===== config.mk =====
export PLATFORM = sky130hd
export DESIGN_NAME = temp_result_regs
export DESIGN_NICKNAME = d
export VERILOG_FILES = /design/src/core/temp_pkg.sv /design/src/core/conv_if.sv /design/src/core/temp_format.sv /design/src/core/temp_result_regs.sv
export SDC_FILE = /design/constraint.sdc
export NUM_CORES = 1
export LEC_CHECK = 0
export CAP_MARGIN = 0
export CORE_ASPECT_RATIO = 1.25
export CORE_MARGIN = 2
export CORE_UTILIZATION = 50
export DETAILED_ROUTE_END_ITERATION = 16
export DONT_BUFFER_PORTS = 1
export PLACE_DENSITY = 0.68
export SLEW_MARGIN = 20
export SYNTH_ARGS = -nofsm -noshare
export SYNTH_HDL_FRONTEND = slang
export SYNTH_SLANG_ARGS = --single-unit
export TNS_END_PERCENT = 50

===== constraint.sdc =====
create_clock -name ref_clk -period 2.15 [get_ports ref_clk]
set_clock_uncertainty 0.2 [all_clocks]
set_input_delay 0.215 -clock ref_clk [delete_from_list [all_inputs] [get_ports ref_clk]]
set_output_delay 0.215 -clock ref_clk [all_outputs]
set_load 0.1 [all_outputs]

===== src/core/temp_pkg.sv =====
package temp_pkg;
    // register map, byte offsets as seen by the pointer
    localparam logic [7:0] ADDR_LOCAL = 8'h00;
    localparam logic [7:0] ADDR_R1_HIGH = 8'h01;
    localparam logic [7:0] ADDR_R1_LOW = 8'h10;
    localparam logic [7:0] ADDR_R2_HIGH = 8'h30;
    localparam logic [7:0] ADDR_R2_LOW = 8'h33;
    localparam logic [7:0] ADDR_CFG1_RD = 8'h03;
    localparam logic [7:0] ADDR_CFG1_WR = 8'h09;
    localparam logic [7:0] ADDR_CFG2 = 8'h24;
    // reset values
    localparam logic [7:0] RESULT_RESET = 8'h00;
    localparam logic [7:0] PTR_RESET = 8'h00;
    localparam logic [7:0] CFG1_RESET = 8'h00;
    localparam logic [7:0] UNMAPPED_READ = 8'h00;
    // configuration field positions
    localparam int CFG1_ALIAS_BIT = 3;
    localparam int CFG1_RANGE_BIT = 2;
    localparam int CFG2_LOCK_BIT = 7;
    // raw conversion word: signed, quarter degree per step
    localparam int RAW_W = 12;
    localparam int FRAC_W = 2;
    // low byte keeps its two data bits at the top
    localparam int LOW_FRAC_POS = 6;
    // data format limits, in whole degrees
    localparam logic signed [RAW_W-1:0] BIN_MIN = 12'sh000;
    localparam logic signed [RAW_W-1:0] BIN_MAX = 12'sh07F;
    localparam logic signed [RAW_W-1:0] EXT_MIN = -12'sh040;
    localparam logic signed [RAW_W-1:0] EXT_MAX = 12'sh0BF;
    localparam logic signed [RAW_W-1:0] EXT_OFFSET = 12'sh040;
    // channel numbers used for the conversion sequence
    localparam logic [1:0] CH_LOCAL = 2'h0;
    localparam logic [1:0] CH_R1 = 2'h1;
    localparam logic [1:0] CH_R2 = 2'h2;
    localparam int NUM_CH = 3;
endpackage


===== src/core/conv_if.sv =====
`timescale 1ns/100ps
interface conv_if;
    import temp_pkg::*;
    logic signed [RAW_W-1:0] raw;
    logic ext_range;
    logic [7:0] high;
    logic [FRAC_W-1:0] frac;
    modport user (output raw, output ext_range, input high, input frac);
    modport conv (input raw, input ext_range, output high, output frac);
endinterface


===== src/core/temp_format.sv =====
`timescale 1ns/100ps
module temp_format
    import temp_pkg::*;
(
    // raw result in, formatted bytes out
    conv_if.conv cv
);
    logic signed [RAW_W-1:0] whole;

    // whole degrees, rounded toward minus infinity
    assign whole = cv.raw >>> FRAC_W;

    // clamp and encode; a clamped value carries no fraction
    always_comb begin
        cv.high = RESULT_RESET;
        cv.frac = cv.raw[FRAC_W-1:0];
        if (cv.ext_range) begin
            if (whole < EXT_MIN) begin
                cv.high = RESULT_RESET;
                cv.frac = '0;
            end else if (whole > EXT_MAX) begin
                cv.high = 8'(EXT_MAX + EXT_OFFSET); // [RULE9]
                cv.frac = '0;
            end else begin
                cv.high = 8'(whole + EXT_OFFSET); // [RULE11]
            end
        end else begin
            if (whole < BIN_MIN) begin
                cv.high = 8'(BIN_MIN); // [RULE12]
                cv.frac = '0;
            end else if (whole > BIN_MAX) begin
                cv.high = 8'(BIN_MAX); // [RULE12]
                cv.frac = '0;
            end else begin
                cv.high = 8'(whole); // [RULE11]
            end
        end
    end
endmodule


===== src/core/temp_result_regs.sv =====
// Function
// [RULE1] local result is one 8-bit register, one degree per step
// [RULE2] remote result is 10 bits: high byte plus two bits in a low byte
// [RULE3] local at 0x00, remote one high at 0x01, low at 0x10
// [RULE4] remote two high byte at 0x30, low byte at 0x33
// [RULE5] config bit 3 makes 0x01 and 0x10 return remote two
// [RULE6] low byte uses bits 7 and 6 only, quarter degree steps
// [RULE7] reading a low byte freezes its high byte until that is read
// [RULE8] host reads low byte first, then the high byte
// [RULE9] config bit 2 selects 0..127 or -64..+191 range
// [RULE10] the next conversion after a range change uses the new format
// [RULE11] plain binary normally, offset binary plus 64 in extended range
// [RULE12] binary range saturates: below zero gives 0, above 127 gives 127
// [RULE13] range change leaves limits alone; host reprograms them
// [RULE14] every register is eight bits wide
// [RULE15] first write byte loads the pointer; data and reads use it
// [RULE16] pointer is 0x00 after reset, so a bare read gives local
// [RULE17] only conversions update results; host writes to them do nothing
// [RULE18] all five result registers are 0x00 after reset
// [RULE19] each stored result is compared with its high and low limit
// [RULE20] the alias bit stays writable while configuration is locked
// [RULE21] conversions cycle local, remote one, remote two, storing each
// [RULE22] freeze ends on the high byte read; updates then resume
// [RULE23] upper eight bits to high byte, fraction to low byte bits 7..6
`timescale 1ns/100ps
module temp_result_regs
    import temp_pkg::*;
(
    // clock and reset
    input wire logic ref_clk,
    input wire logic nrst,
    // byte port from the serial engine
    input wire logic ptr_wr,
    input wire logic data_wr,
    input wire logic [7:0] wr_byte,
    input wire logic rd_req,
    output logic [7:0] rd_data,
    output logic rd_valid,
    // conversion results from the adc
    input wire logic conv_valid,
    input wire logic signed [RAW_W-1:0] conv_raw,
    output logic [1:0] conv_chan,
    // limits per channel, index 0 local, 1 and 2 remote
    input wire logic [NUM_CH-1:0][7:0] high_lim,
    input wire logic [NUM_CH-1:0][7:0] low_lim,
    // limit comparison results
    output logic [NUM_CH-1:0] over_high,
    output logic [NUM_CH-1:0] under_low
);
    // reset synchroniser
    logic rst_meta;
    logic rst_n;

    // host visible state
    logic [7:0] ptr;
    logic [7:0] cfg1;
    logic lock;

    // result storage, index by channel
    logic [7:0] high_q [NUM_CH];
    logic [FRAC_W-1:0] frac_q [NUM_CH];
    logic [NUM_CH-1:0] frozen;

    // read path
    logic [7:0] next_rd_data;
    logic [1:0] rd_ch;

    // formatter hookup
    conv_if cv ();

    temp_format u_format (
        .cv(cv.conv)
    );

    // release the async reset cleanly on the clock
    always_ff @(posedge ref_clk or negedge nrst) begin
        if (!nrst) begin
            rst_meta <= 1'b0;
            rst_n <= 1'b0;
        end else begin
            rst_meta <= 1'b1;
            rst_n <= rst_meta;
        end
    end

    // channel selected by a host address, after the alias bit
    function automatic logic [1:0] remote_of(input logic [7:0] addr,
                                             input logic alias_on);
        logic [1:0] ch;
        ch = 2'h3;
        if (addr == ADDR_R1_HIGH || addr == ADDR_R1_LOW) begin
            ch = alias_on ? CH_R2 : CH_R1; // [RULE5]
        end else if (addr == ADDR_R2_HIGH || addr == ADDR_R2_LOW) begin
            ch = CH_R2; // [RULE4]
        end
        return ch;
    endfunction

    // true when the address names a remote low byte
    function automatic logic is_low(input logic [7:0] addr);
        return addr == ADDR_R1_LOW || addr == ADDR_R2_LOW;
    endfunction

    // the raw word is formatted with the range bit as it stands now
    assign cv.raw = conv_raw;
    assign cv.ext_range = cfg1[CFG1_RANGE_BIT]; // [RULE10]

    // remote channel named by the pointer, 3 when it names none
    assign rd_ch = remote_of(ptr, cfg1[CFG1_ALIAS_BIT]);

    // address pointer: every write transaction starts with it
    always_ff @(posedge ref_clk or negedge rst_n) begin
        if (!rst_n) begin
            ptr <= PTR_RESET; // [RULE16]
        end else if (ptr_wr) begin
            ptr <= wr_byte; // [RULE15]
        end
    end

    // configuration 1: alias bit escapes the lock, the rest does not
    always_ff @(posedge ref_clk or negedge rst_n) begin
        if (!rst_n) begin
            cfg1 <= CFG1_RESET;
        end else if (data_wr && ptr == ADDR_CFG1_WR) begin // [RULE15]
            if (lock) begin
                cfg1[CFG1_ALIAS_BIT] <= wr_byte[CFG1_ALIAS_BIT]; // [RULE20]
            end else begin
                cfg1 <= wr_byte; // [RULE9]
            end
        end
    end

    // lock sticks until the next reset
    always_ff @(posedge ref_clk or negedge rst_n) begin
        if (!rst_n) begin
            lock <= 1'b0;
        end else if (data_wr && ptr == ADDR_CFG2 &&
                     wr_byte[CFG2_LOCK_BIT]) begin
            lock <= 1'b1;
        end
    end

    // conversion sequencer: walk the channels, one per stored result
    always_ff @(posedge ref_clk or negedge rst_n) begin
        if (!rst_n) begin
            conv_chan <= CH_LOCAL;
        end else if (conv_valid) begin
            if (conv_chan == CH_R2) begin
                conv_chan <= CH_LOCAL; // [RULE21]
            end else begin
                conv_chan <= conv_chan + 2'h1; // [RULE21]
            end
        end
    end

    // result storage; host writes never reach here
    always_ff @(posedge ref_clk or negedge rst_n) begin
        if (!rst_n) begin
            for (int i = 0; i < NUM_CH; i++) begin
                high_q[i] <= RESULT_RESET; // [RULE18]
                frac_q[i] <= '0; // [RULE18]
            end
        end else if (conv_valid) begin // [RULE17]
            if (conv_chan == CH_LOCAL) begin
                high_q[CH_LOCAL] <= cv.high; // [RULE1]
            end else begin
                // a low read on this very edge must hold the high byte too,
                // or the pair would straddle two conversions
                if (!frozen[conv_chan] && !(rd_req && is_low(ptr) &&
                    rd_ch == conv_chan)) begin
                    high_q[conv_chan] <= cv.high; // [RULE7] [RULE23]
                end
                frac_q[conv_chan] <= cv.frac; // [RULE2] [RULE23]
            end
        end
    end

    // high byte freeze: a low read arms it, the high read releases it
    always_ff @(posedge ref_clk or negedge rst_n) begin
        if (!rst_n) begin
            frozen <= '0;
        end else if (rd_req && rd_ch != 2'h3) begin
            if (is_low(ptr)) begin
                frozen[rd_ch] <= 1'b1; // [RULE7]
            end else begin
                frozen[rd_ch] <= 1'b0; // [RULE22]
            end
        end
    end

    // read mux; unmapped addresses answer zero
    always_comb begin
        next_rd_data = UNMAPPED_READ;
        if (ptr == ADDR_LOCAL) begin
            next_rd_data = high_q[CH_LOCAL]; // [RULE3] [RULE16]
        end else if (rd_ch != 2'h3 && is_low(ptr)) begin
            next_rd_data = {frac_q[rd_ch], {LOW_FRAC_POS{1'b0}}}; // [RULE6]
        end else if (rd_ch != 2'h3) begin
            next_rd_data = high_q[rd_ch]; // [RULE3] [RULE4]
        end else if (ptr == ADDR_CFG1_RD) begin
            next_rd_data = cfg1;
        end else if (ptr == ADDR_CFG2) begin
            next_rd_data = {lock, 7'h00};
        end
    end

    // read answer one cycle after the request, held until the next
    always_ff @(posedge ref_clk or negedge rst_n) begin
        if (!rst_n) begin
            rd_data <= 8'h00;
            rd_valid <= 1'b0;
        end else begin
            rd_valid <= rd_req;
            if (rd_req) begin
                rd_data <= next_rd_data; // [RULE14] [RULE15]
            end
        end
    end

    // limit compare on the stored bytes; limits are never rewritten here,
    // so after a range change the host must reload them itself [RULE13]
    generate
        for (genvar g = 0; g < NUM_CH; g++) begin : g_cmp
            always_ff @(posedge ref_clk or negedge rst_n) begin
                if (!rst_n) begin
                    over_high[g] <= 1'b0;
                    under_low[g] <= 1'b0;
                end else begin
                    over_high[g] <= high_q[g] > high_lim[g]; // [RULE19]
                    under_low[g] <= high_q[g] < low_lim[g]; // [RULE19]
                end
            end
        end
    endgenerate
endmodule


==> results of run 1 <==
==> cell usage after synthesis, drive strengths merged <==
library cell / n / share of area, %
a21oi: 31 / 3.7
and2: 2 / 0.38
a22o: 2 / 0.41
nor4: 3 / 0.79
nand4: 10 / 1.5
ha: 48 / 14
nor3: 6 / 0.82
conb: 1 / 0.088
a311o: 1 / 0.47
clkbuf: 7 / 0.62
and3: 11 / 1.6
a41oi: 1 / 0.21
nor3b: 1 / 0.18
o2bb2ai: 1 / 0.21
buf: 8 / 2.1
and4: 4 / 0.85
a21o: 4 / 0.71
a32o: 1 / 0.24
o211a: 1 / 0.41
inv: 54 / 4.8
nand2b: 2 / 0.29
nor2: 25 / 2.2
a31o: 1 / 0.21
o41ai: 3 / 0.62
o21ai: 60 / 7.5
a21boi: 3 / 0.53
nand3: 11 / 1.3
a41o: 1 / 0.24
o31ai: 7 / 1.2
o32ai: 1 / 0.21
dfrtp: 66 / 39
mux2: 15 / 4.6
o31a: 1 / 0.24
nor2b: 4 / 0.59
a211o: 1 / 0.24
a22oi: 1 / 0.18
nor4b: 3 / 0.77
or2: 1 / 0.15
xor2: 1 / 0.21
a31oi: 1 / 0.15
o21a: 8 / 1.4
a221o: 1 / 0.26
nand2: 44 / 3.9
==> repair_timing <==
| item | in CTS | in global routing |
|---|---|---|
| resized for setup | 0 | 9 |
| endpoints found under the hold margin | 44 | 0 |
| setup endpoints to repair | 0 | 26 |
| setup buffers | 0 | 1 |
| hold buffers | 25 | 0 |
==> registers in the layout, summed over array words and instances, names as in the netlist, named ones only <==
name,count
rd_data,8
under_low,3
conv_chan,2
rst_n,1
frac_q,4
ptr,8
rst_meta,1
cfg1,8
rd_valid,1
lock,1
high_q,24
over_high,3
==> power groups by stage <==
stage / sequential (mW) / clock, mW / combinational [mW]
after floorplan: 2.18 / 0 / 0.967
after global placement: 1.87 / 0 / 1.65
after detailed placement: 1.87 / 0 / 1.72
after CTS: 1.85 / 1.23 / 1.78
after global routing: 1.89 / 1.29 / 2.01
final: 1.85 / 1.21 / 1.77
==> worst register-to-register path: stages (launching register included) <==
cell     delay [ns]
dfrtp_2        0.48
and3_1         0.20
o211a_4        0.25
and2_4         0.17
a311o_4        0.46
nand2_1        0.12
o21ai_1        0.07
==> cells in the final DEF (no fill, tap or decap), types with 3 or more instances in the layout <==
master	Yosys	final
dfrtp_1	66	61
inv_1	53	53
o21ai_0	50	50
ha_1	48	48
nand2_1	44	44
a21oi_1	31	31
buf_4	1	29
nor2_1	25	25
dlygate4sd3_1	0	25
clkbuf_8	0	12
nand3_1	11	11
and3_1	11	11
nand4_1	10	10
o21a_1	8	8
mux2_2	8	8
mux2_4	7	7
o31ai_1	7	7
o21ai_1	5	5
o21ai_2	5	5
dfrtp_2	0	5
nor2b_1	4	4
a21o_1	4	4
nor3_1	5	4
o41ai_1	3	3
and4_1	3	3
a21boi_0	3	3
==> layer usage <==
| metal | GRT usage (%) | vias to the layer above |
|---|---|---|
| met5 | 0 | - |
| met4 | 8.371 | 0 |
| met3 | 3.464 | 17 |
| met2 | 37.91 | 93 |
| met1 | 26.93 | 1647 |
| li1 | - | 1733 |
==> metrics by stage <==
stage | area [um^2] | power [mW] | TNS [ns]
floorplan | 4252 | 3.148 | -0.9227
global placement | 4494 | 3.512 | 0
detailed placement | 4494 | 3.596 | 0
CTS | 4982 | 4.858 | 0
global route | 5020 | 5.182 | -0.004478
finish | 5020 | 4.838 | 0
==> path summary, 6_finish.rpt <==
| path | start | end | slack (ns) | cells after the start |
|---|---|---|---|---|
| hold reg to reg | rst_n | conv_chan[1] | 0.07 | 1 |
| setup / recovery | ptr[0] | high_q[5] | 0.07 | 6 |
| min in group asynchronous | rst_n | conv_chan[1] | 0.07 | 1 |
| setup reg to reg | ptr[0] | high_q[5] | 0.07 | 6 |
| hold / removal | low_lim[14] | under_low[1] | 0.01 | 3 |
| max in group asynchronous | nrst | rst_n | 1.18 | 2 |
==> cells by family after synthesis <==
group	Yosys count	synth area share, %
AOI/OAI and AO/OA	131	19.31
and+or+nand+nor	127	15.31
other	1	0.08823
adders and majority gates	48	14.13
buffers and inverters	69	7.506
DFF	66	38.86
xor gates and xnor gates	1	0.2061
muxes	15	4.592
==> cell type report <==
| type | instances | area [um^2] |
|---|---|---|
| fill | 720 | 3221 |
| multi-input combinational | 323 | 2307 |
| sequential | 66 | 1658 |
| timing repair buffer | 56 | 493.0 |
| inverter | 54 | 202.7 |
| clock buffer | 12 | 165.2 |
| tap | 97 | 121.4 |
| clock inverter | 4 | 72.57 |
==> run metrics, run 1 <==
Hold Path Class=in2reg; Area growth, synth to finish=18.10%; worst path cell trace=and3_1, o211a_4, and2_4, a311o_4, nand2_1, o21ai_1; die area=0.009259 mm^2; proportion of power drawn by the clock network=around a quarter; TritonCTS clock tree=built; Hold Fails Final Rpt=0; Inserted Clock Buffers=9; Avg WL per Cell=approximately 16 um; global-route wire length before repair=~16000 um; worst-path cell with the longest stage delay=dfrtp_2; top layer in use=met4; Placeable Area=0.008240 mm^2; setup slack at placement=0.02821 ns; ratio of total power to cell area=963.9 mW/mm^2; classification of the worst setup path=reg2reg; vias per cell=approximately 5.7; total standard cell area after synthesis=0.004250 mm^2; maximum count of clock buffers along a single path=2; total DRC errors in the routed layout=0; switching power total=~1.9 mW; CTS Root Buffer Type=clkbuf_8; Leak=2.555 nW; Final setup violation count=0; Non-Filler Instances=approximately 610; post-synthesis register bit count=66; initial standard-cell utilization of the core=between 50% and 60%; clk sink count=66; 1st-pass router iterations=4; top fanout value on the critical path=16; horizontal die dimension=roughly 86 um; initial antenna violation count=0; proportion of layout cells with a drive suffix above 1=around 17%; kind of cell adding the most delay to the critical path=compound AO/OA/AOI/OAI gates; Sequential Power Share=a little under two fifths; total global-route track usage=a little over a fifth; Initial DRC Count=between 200 and 250; overall via count from detail_route=around 3.5k; worst-case headroom to the max-slew limit=62.70%; worst path bufs/invs=0; cell count after synthesis=between 400 and 500; WP data required=approximately 2.2 ns; met2 wire length=about 5100 um; Worst setup EP type=flip-flop; maximum number of pins on one net before global-route repair=65; Core Util, Final=just over 60%; warnings from Yosys=0; clock latency on the worst-skew pair=around 0.34 ns; Final HPWL DP=between 7000 and 8000 um; sequential fraction of the synthesis area=about two fifths; highest clock frequency the design can meet=roughly 480 MHz; met3 wirelength from detailed routing=about 420 um; count of distinct cell types in the synthesized netlist=54; Placed Instances=570; Die H=107.1 um; weighted congestion at the end of routability-driven global placement=between 0.8 and 0.9; peak supply drop=around 0.53 mV; Port-buffer cells=0; Internal Dissipation=just under 3 mW; clock-pin slew on the worst setup and hold paths=roughly 0.07 ns; Worst path max stage delay=approximately 0.48 ns; share of the cycle needed by the critical path after routing=approximately 97%; residual antenna-violating net count after detailed routing=0; transition time at the pin with the least slew margin=between 0.5 and 0.6 ns; max-cap viol count=0; global route overflow=0; time the worst path needs with I/O delays and setup=between 2 and 2.5 ns; run status=completed; worst-case setup margin in the final layout=~0.070 ns; Avg Inst Size Synth=between 9 and 10 um^2; max-slew violation count=0; Placement Rows=37; number of global-route vias before repair=approximately 3.4k; Critical Path AT=2.10 ns; synthesized netlist net count=580; CP Launch Type=flip-flop; Sw Share=39.34%; number of top-level design ports=a little over 90; number of nets in the final layout=between 600 and 700; number of H-tree levels=3; Hold Worst Slack=about 0.014 ns; detailed-route wire length=around 9800 um; antenna diode count=0; Logic pwr share=36.7%; DRT met1 WL=4139 um
(Power assumes the default switching activity.)
==> run 2: changes to the inputs <==
- ABC_AREA: not set -> 1
- GPL_ROUTABILITY_DRIVEN: not set -> 0
- PLACE_DENSITY: 0.68 -> 0.67
==> run 2 against run 1 <==
Final cell count grew 23%. Worst setup slack better by 0.075 ns. Die area grew 6.4%. Synthesized area increased by 6.7%. Worst hold slack improved by 0.0066 ns. Count of clock-buffer cells in the layout up 1.
==> run metrics, run 2 <==
run status=completed; number of top-level design ports=91; cell count after synthesis=580; max reg flops=24; total global-route track usage=23.16%; Avg Inst Size Synth=slightly below 8 um^2; met3 wirelength from detailed routing=about 450 um; proportion of netlist area held by the largest area contributor=36.42%; share of the cycle needed by the critical path after routing=a little over 90%; Logic pwr share=42.2%; setup tns final=0 ns; Die H=~110 um; overall via count from detail_route=slightly below 4k; total standard cell area after synthesis=about 0.0045 mm^2; detailed-route wire length=10940 um; Placement Rows=38; Hold Path Class=in2reg; residual antenna-violating net count after detailed routing=0; WP data required=about 2.2 ns; highest clock frequency the design can meet=498.7 MHz; maximum count of clock buffers along a single path=2; post-synthesis register bit count=66; classification of the worst setup path=reg2reg; total DRC errors in the routed layout=0; most frequent standard cell in the layout excluding fill and tap cells=nand2_1; most common library cells after synthesis=nand2_1, inv_1, dfrtp_1, ha_1, a21oi_1; switching power total=2.259 mW; cell types with the largest area share after synthesis=dfrtp_1, ha_1, nand2_1; kind of cell adding the most delay to the critical path=simple AND/OR/NAND/NOR gates; worst path cell trace=inv_2, nand2_2, nor2_2, nand2_1, nand2_2, nand2_4, nand2_8, nand2_4, nand3_4, nand3_4, nand2_1, nand2_1; horizontal die dimension=approximately 90 um; initial antenna violation count=0; Leak=2.745 nW; clk sink count=66; share of flip-flops with an asynchronous set or reset after synthesis=100.0%; Port-buffer cells=0; top layer in use=met4; unrepaired setup endpoints after global routing=false; clock-pin slew on the worst setup and hold paths=around 0.070 ns; Inserted Clock Buffers=9; Core Util, Final=a little under 60%; maximum number of pins on one net before global-route repair=35; number of flops mapped to enable cells by yosys=0; power consumption=5.091 mW; Sw Share=between 40% and 50%; worst-path cell with the longest stage delay=dfrtp_1; number of nets in the final layout=747; synthesized netlist net count=around 700; sequential fraction of the synthesis area=a little over a third; peak supply drop=~0.61 mV; proportion of layout cells with a drive suffix above 1=14.92%; CTS Root Buffer Type=clkbuf_8; top library cells by usage in the layout, fill and taps aside=nand2_1, inv_1, dfrtp_1; DRT met1 WL=4669 um; max-cap viol count=0; Hold Fails Final Rpt=0; area used by multi-input combinational logic=between 0.002 and 0.003 mm^2; 1st-pass router iterations=4; number of global-route vias before repair=3843; clock latency on the worst-skew pair=about 0.35 ns; Placeable Area=roughly 0.0087 mm^2; Internal Dissipation=between 2 and 3 mW; Initial DRC Count=about 220; die area=0.009851 mm^2; CP Launch Type=flip-flop; Area growth, synth to finish=14.65%; met2 wire length=5567 um; number of H-tree levels=3; Worst setup EP type=flip-flop; vias per cell=5.285; Critical Path AT=2.03 ns; most used standard cell by instance count after synthesis=nand2_1; initial standard-cell utilization of the core=51.83%; Sequential cell area=roughly 0.0017 mm^2; Sequential Power Share=roughly two fifths; Final setup violation count=0; count of distinct cell types in the synthesized netlist=35; time the worst path needs with I/O delays and setup=2.005 ns; worst path bufs/invs=1; global-route wire length before repair=17770 um; proportion of power drawn by the clock network=about a fifth; warnings from Yosys=0; crit-path most repeated cell=nand2_1; Avg WL per Cell=around 15 um; TritonCTS clock tree=built; Worst path max stage delay=slightly below 0.4 ns; antenna diode count=0; ratio of total power to cell area=between 900 and 1000 mW/mm^2; register with the most flip-flops=high_q; Final HPWL DP=8717 um; library cell with the largest summed area after synthesis=dfrtp_1; top fanout value on the critical path=12; global route overflow=0; most instantiated flip-flop cell in the synthesis netlist=dfrtp_1; Filler Cell Count=~850; max-slew violation count=0
-- run 2: routing by layer --
layer | up-vias | track usage [%]
met5 | - | 0
met4 | 0 | 7.363
li1 | 2013 | -
met1 | 1829 | 28.06
met3 | 17 | 4.484
met2 | 105 | 40.30
-- run 2: repair_timing --
| item | in CTS | in global routing |
|---|---|---|
| resized for setup | 0 | 2 |
| endpoints found under the setup margin | 0 | 16 |
| endpoints found under the hold margin | 33 | 0 |
| hold buffers | 17 | 0 |
| setup buffers | 0 | 2 |
-- run 2: path summary, 6_finish.rpt --
check | start | endpoint | slack (ns) | cells past startpoint
worst max register to register | ptr[6] | high_q[3] | 0.14 | 12
max in group asynchronous | nrst | rst_n | 1.21 | 2
worst max-delay path | ptr[6] | high_q[3] | 0.14 | 12
worst min-delay path | low_lim[15] | under_low[1] | 0.02 | 5
worst min register to register | rst_n | frac_q[2] | 0.08 | 1
min in group asynchronous | rst_n | frac_q[2] | 0.08 | 1
-- run 2: worst register-to-register path, stage by stage, from the launching register on --
cell	delay, ns
dfrtp_1	0.39
inv_2	0.06
nand2_2	0.08
nor2_2	0.18
nand2_1	0.09
nand2_2	0.13
nand2_4	0.13
nand2_8	0.13
nand2_4	0.07
nand3_4	0.15
nand3_4	0.13
nand2_1	0.11
nand2_1	0.05
-- run 2: metrics by stage --
step / setup slack [ns] / area [um^2] / hold slack (ns) / std cells
2_1_floorplan: 0.1210 / 4538 / -0.2806 / 580
3_5_place_dp: 0.07438 / 4808 / -0.2805 / 714
3_3_place_gp: 0.1438 / 4808 / -0.2805 / 714
4_1_cts: 0.04892 / 5157 / 0.01775 / 747
6_report: 0.1448 / 5199 / 0.02011 / 750
5_1_grt: 0.008232 / 5199 / 0.03822 / 750
-- run 2: cell families (layout without fill, tap and decap cells) --
logic type	count (synthesis)	count (layout)	share of synthesized area [%]
and+or+nand+nor	265	266	27.59
buffers and inverters	97	146	8.499
AOI/OAI and AO/OA	90	90	10.93
DFF	66	66	36.42
adders and majority gates	48	48	13.25
muxes	13	13	3.228
other	1	1	0.08270
-- run 2: power groups by stage --
stage | Clock, mW | Sequential [mW] | Combinational [mW]
floorplan | 0 | 2.32 | 1.18
global placement | 0 | 1.96 | 2.02
detailed placement | 0 | 1.97 | 2.11
CTS | 0.997 | 1.95 | 2.15
global route | 1.06 | 1.99 | 2.43
finish | 0.990 | 1.95 | 2.15
-- run 2: final cells by class --
cell class / count / area share (%)
inverter: 88 / 6.402
tap: 120 / 2.888
multi-input combinational: 418 / 48.54
timing repair buffer: 42 / 6.883
clock buffer: 13 / 2.671
clock inverter: 3 / 0.7702
sequential: 66 / 31.84
==> run 3: changes to the inputs <==
- SYNTH_HIERARCHICAL: not set -> 1
==> run 3 against run 2 <==
Critical path depth increased by 1. Via count increased by 4.5%. Count of clock-buffer cells in the layout decreased by 3. Critical endpoint unchanged. Highest routed layer unchanged.
==> run metrics, run 3 <==
top library cells by usage in the layout, fill and taps aside=nand2_1, inv_1, dfrtp_1; setup slack at placement=~0.057 ns; worst-case headroom to the max-slew limit=64.69%; number of flops mapped to enable cells by yosys=0; most common library cells after synthesis=nand2_1, inv_1, dfrtp_1, nor2_1, a21oi_1; proportion of layout cells with a drive suffix above 1=13.30%; total standard cell area after synthesis=between 0.004 and 0.005 mm^2; peak supply drop=0.5441 mV; most used standard cell by instance count after synthesis=nand2_1; Avg WL per Cell=~15 um; number of H-tree levels=3; Worst path max stage delay=around 0.39 ns; antenna diode count=0; TritonCTS clock tree=built; setup tns final=0 ns; run status=completed; detailed-route wire length=~11000 um; time the worst path needs with I/O delays and setup=between 1.5 and 2 ns; Worst setup EP type=flip-flop; max-slew violation count=0; ratio of total power to cell area=1012 mW/mm^2; Placement Rows=38; Initial DRC Count=~320; 1st-pass router iterations=5; CP Launch Type=flip-flop; Final setup violation count=0; vias per cell=between 5 and 6; maximum number of pins on one net before global-route repair=28; sequential fraction of the synthesis area=between 30% and 40%; area used by multi-input combinational logic=approximately 0.0025 mm^2; Critical Path AT=around 2.1 ns; clk sink count=between 60 and 70; share of flip-flops with an asynchronous set or reset after synthesis=100.0%; most instantiated flip-flop cell in the synthesis netlist=dfrtp_1; crit-path most repeated cell=nand2_1; WP data required=2.23 ns; top fanout value on the critical path=16; total DRC errors in the routed layout=0; Area growth, synth to finish=17.91%; number of nets in the final layout=between 700 and 800; kind of cell adding the most delay to the critical path=simple AND/OR/NAND/NOR gates; initial standard-cell utilization of the core=around 52%; proportion of netlist area held by the largest area contributor=36.98%; initial antenna violation count=0; share of the cycle needed by the critical path after routing=between 90% and 100%; maximum count of clock buffers along a single path=2; count of distinct cell types in the synthesized netlist=29; post-synthesis register bit count=67; clock-pin slew on the worst setup and hold paths=around 0.08 ns; Sequential cell area=roughly 0.0017 mm^2; Port-buffer cells=0; number of global-route vias before repair=between 3k and 4k; classification of the worst setup path=reg2reg; library cell with the largest summed area after synthesis=dfrtp_1; Placeable Area=roughly 0.009 mm^2; synthesized netlist net count=approximately 720; worst path bufs/invs=1; Hold Path Class=in2reg; number of top-level design ports=between 90 and 100; cell count after synthesis=600; residual antenna-violating net count after detailed routing=0; horizontal die dimension=a little under 90 um; worst path cell trace=nor2_2, nand2_1, inv_1, nand2_1, nand2_4, nand2_8, nand2_4, nand2_1, nand2_4, nand2_8, nand3_4, nand2_1, nand2_1; global route overflow=0; register with the most flip-flops=high_q; max reg flops=24; CTS Root Buffer Type=clkbuf_8; global-route wire length before repair=roughly 18000 um; total global-route track usage=24.03%; Inserted Clock Buffers=9; overall via count from detail_route=4142; Leak=roughly 2.8 nW; highest clock frequency the design can meet=approximately 500 MHz; die area=slightly below 0.01 mm^2; most frequent standard cell in the layout excluding fill and tap cells=nand2_1; Filler Cell Count=813; clock latency on the worst-skew pair=0.35 ns; worst-path cell with the longest stage delay=dfrtp_1; Avg Inst Size Synth=approximately 7.6 um^2; worst-case setup margin in the final layout=around 0.16 ns; warnings from Yosys=6; max-cap viol count=0; cell types with the largest area share after synthesis=dfrtp_1, nand2_1, ha_1; unrepaired setup endpoints after global routing=false; Hold Fails Final Rpt=0; Final HPWL DP=between 8000 and 9000 um; transition time at the pin with the least slew margin=approximately 0.53 ns; Die H=110.5 um
-- run 3: cell count changes after synthesis, moves of 3 or more --
| cell | change |
|---|---|
| nor2_4 | -3 |
| nor3_1 | -3 |
| o21ai_0 | +4 |
| inv_1 | +8 |
| inv_2 | -7 |
| a21boi_0 | -3 |
| buf_2 | -3 |
| o211ai_1 | -5 |
| nor2_1 | +12 |
| nand3_1 | -10 |
| nor2_2 | +3 |
| nand2_1 | +29 |
| nand3b_1 | -3 |
| a21oi_1 | +6 |
-- run 3: cells by family after synthesis --
kind of cell	Yosys count	share of synthesized area (%)
buffers and inverters	97	8.692
other	1	0.08270
multiplexers	11	2.732
AND/OR/NAND/NOR	287	27.65
AO/OA/AOI/OAI	89	10.62
flip-flops	67	36.98
adder cells (fa/ha/maj)	48	13.25
-- run 3: repair_timing --
action,in CTS,in global routing
buffers inserted,0,0
hold buffers,20,0
hold endpoints to repair,38,0
gates resized for setup,0,10
endpoints found under the setup margin,0,16
-- run 3: final timing paths --
path	start	endpoint	slack, ns	cells past startpoint
setup / recovery	ptr[6]	high_q[3]	0.16	13
hold / removal	conv_raw[11]	frac_q[1]	0.01	5
setup reg to reg	ptr[6]	high_q[3]	0.16	13
hold reg to reg	rst_n	rd_data[6]	0.04	0
max in group asynchronous	rst_n	asynchronous set/reset pin	1.05	1
min in group asynchronous	rst_n	rd_data[6]	0.04	0
-- run 3: area by class of cell --
type / count / share of cell area (%)
multi-input combinational: 437 / 47.37
tap: 120 / 2.808
inverter: 89 / 6.249
clock inverter: 6 / 2.083
sequential: 67 / 31.43
timing repair buffer: 45 / 7.489
clock buffer: 10 / 2.574
-- run 3: per-layer routing --
layer / GRT usage (%) / vias to the layer above / wire length [um]
met1: 29.49 / 1949 / 4744
met3: 3.961 / 26 / 490
met4: 7.662 / 0 / 277
li1: - / 2038 / -
met2: 41.88 / 129 / 5877
met5: 0 / - / 0
-- run 3: through the flow --
| stage | utilization [%] | cells | power (mW) | hold WS [ns] | area (um^2) |
|---|---|---|---|---|---|
| 2_1_floorplan | - | 600 | 3.478 | -0.2806 | 4538 |
| 3_3_place_gp | 55.19 | 737 | 3.927 | -0.2805 | 4828 |
| 3_5_place_dp | 55.19 | 737 | 4.027 | -0.2805 | 4828 |
| 4_1_cts | 60.33 | 773 | 5.392 | 0.002233 | 5278 |
| 5_1_grt | 61.11 | 774 | 5.827 | 0.03238 | 5346 |
| 6_report | 61.11 | 774 | 5.411 | 0.01368 | 5346 |
-- run 3: tightest hold or removal path: cells and delay by family --
family          cells  cell delay (ns)
compound gates      1             0.08
buf+inv             2             0.09
simple gates        2             0.13
-- run 3: report_power, final --
part / switching [mW] / total, mW / internal [mW] / leakage (nW)
clock network: 0.518 / 1.32 / 0.804 / 0.123
logic: 1.41 / 2.13 / 0.715 / 1.86
registers: 0.377 / 1.96 / 1.59 / 0.840
total: 2.31 / 5.41 / 3.10 / 2.82
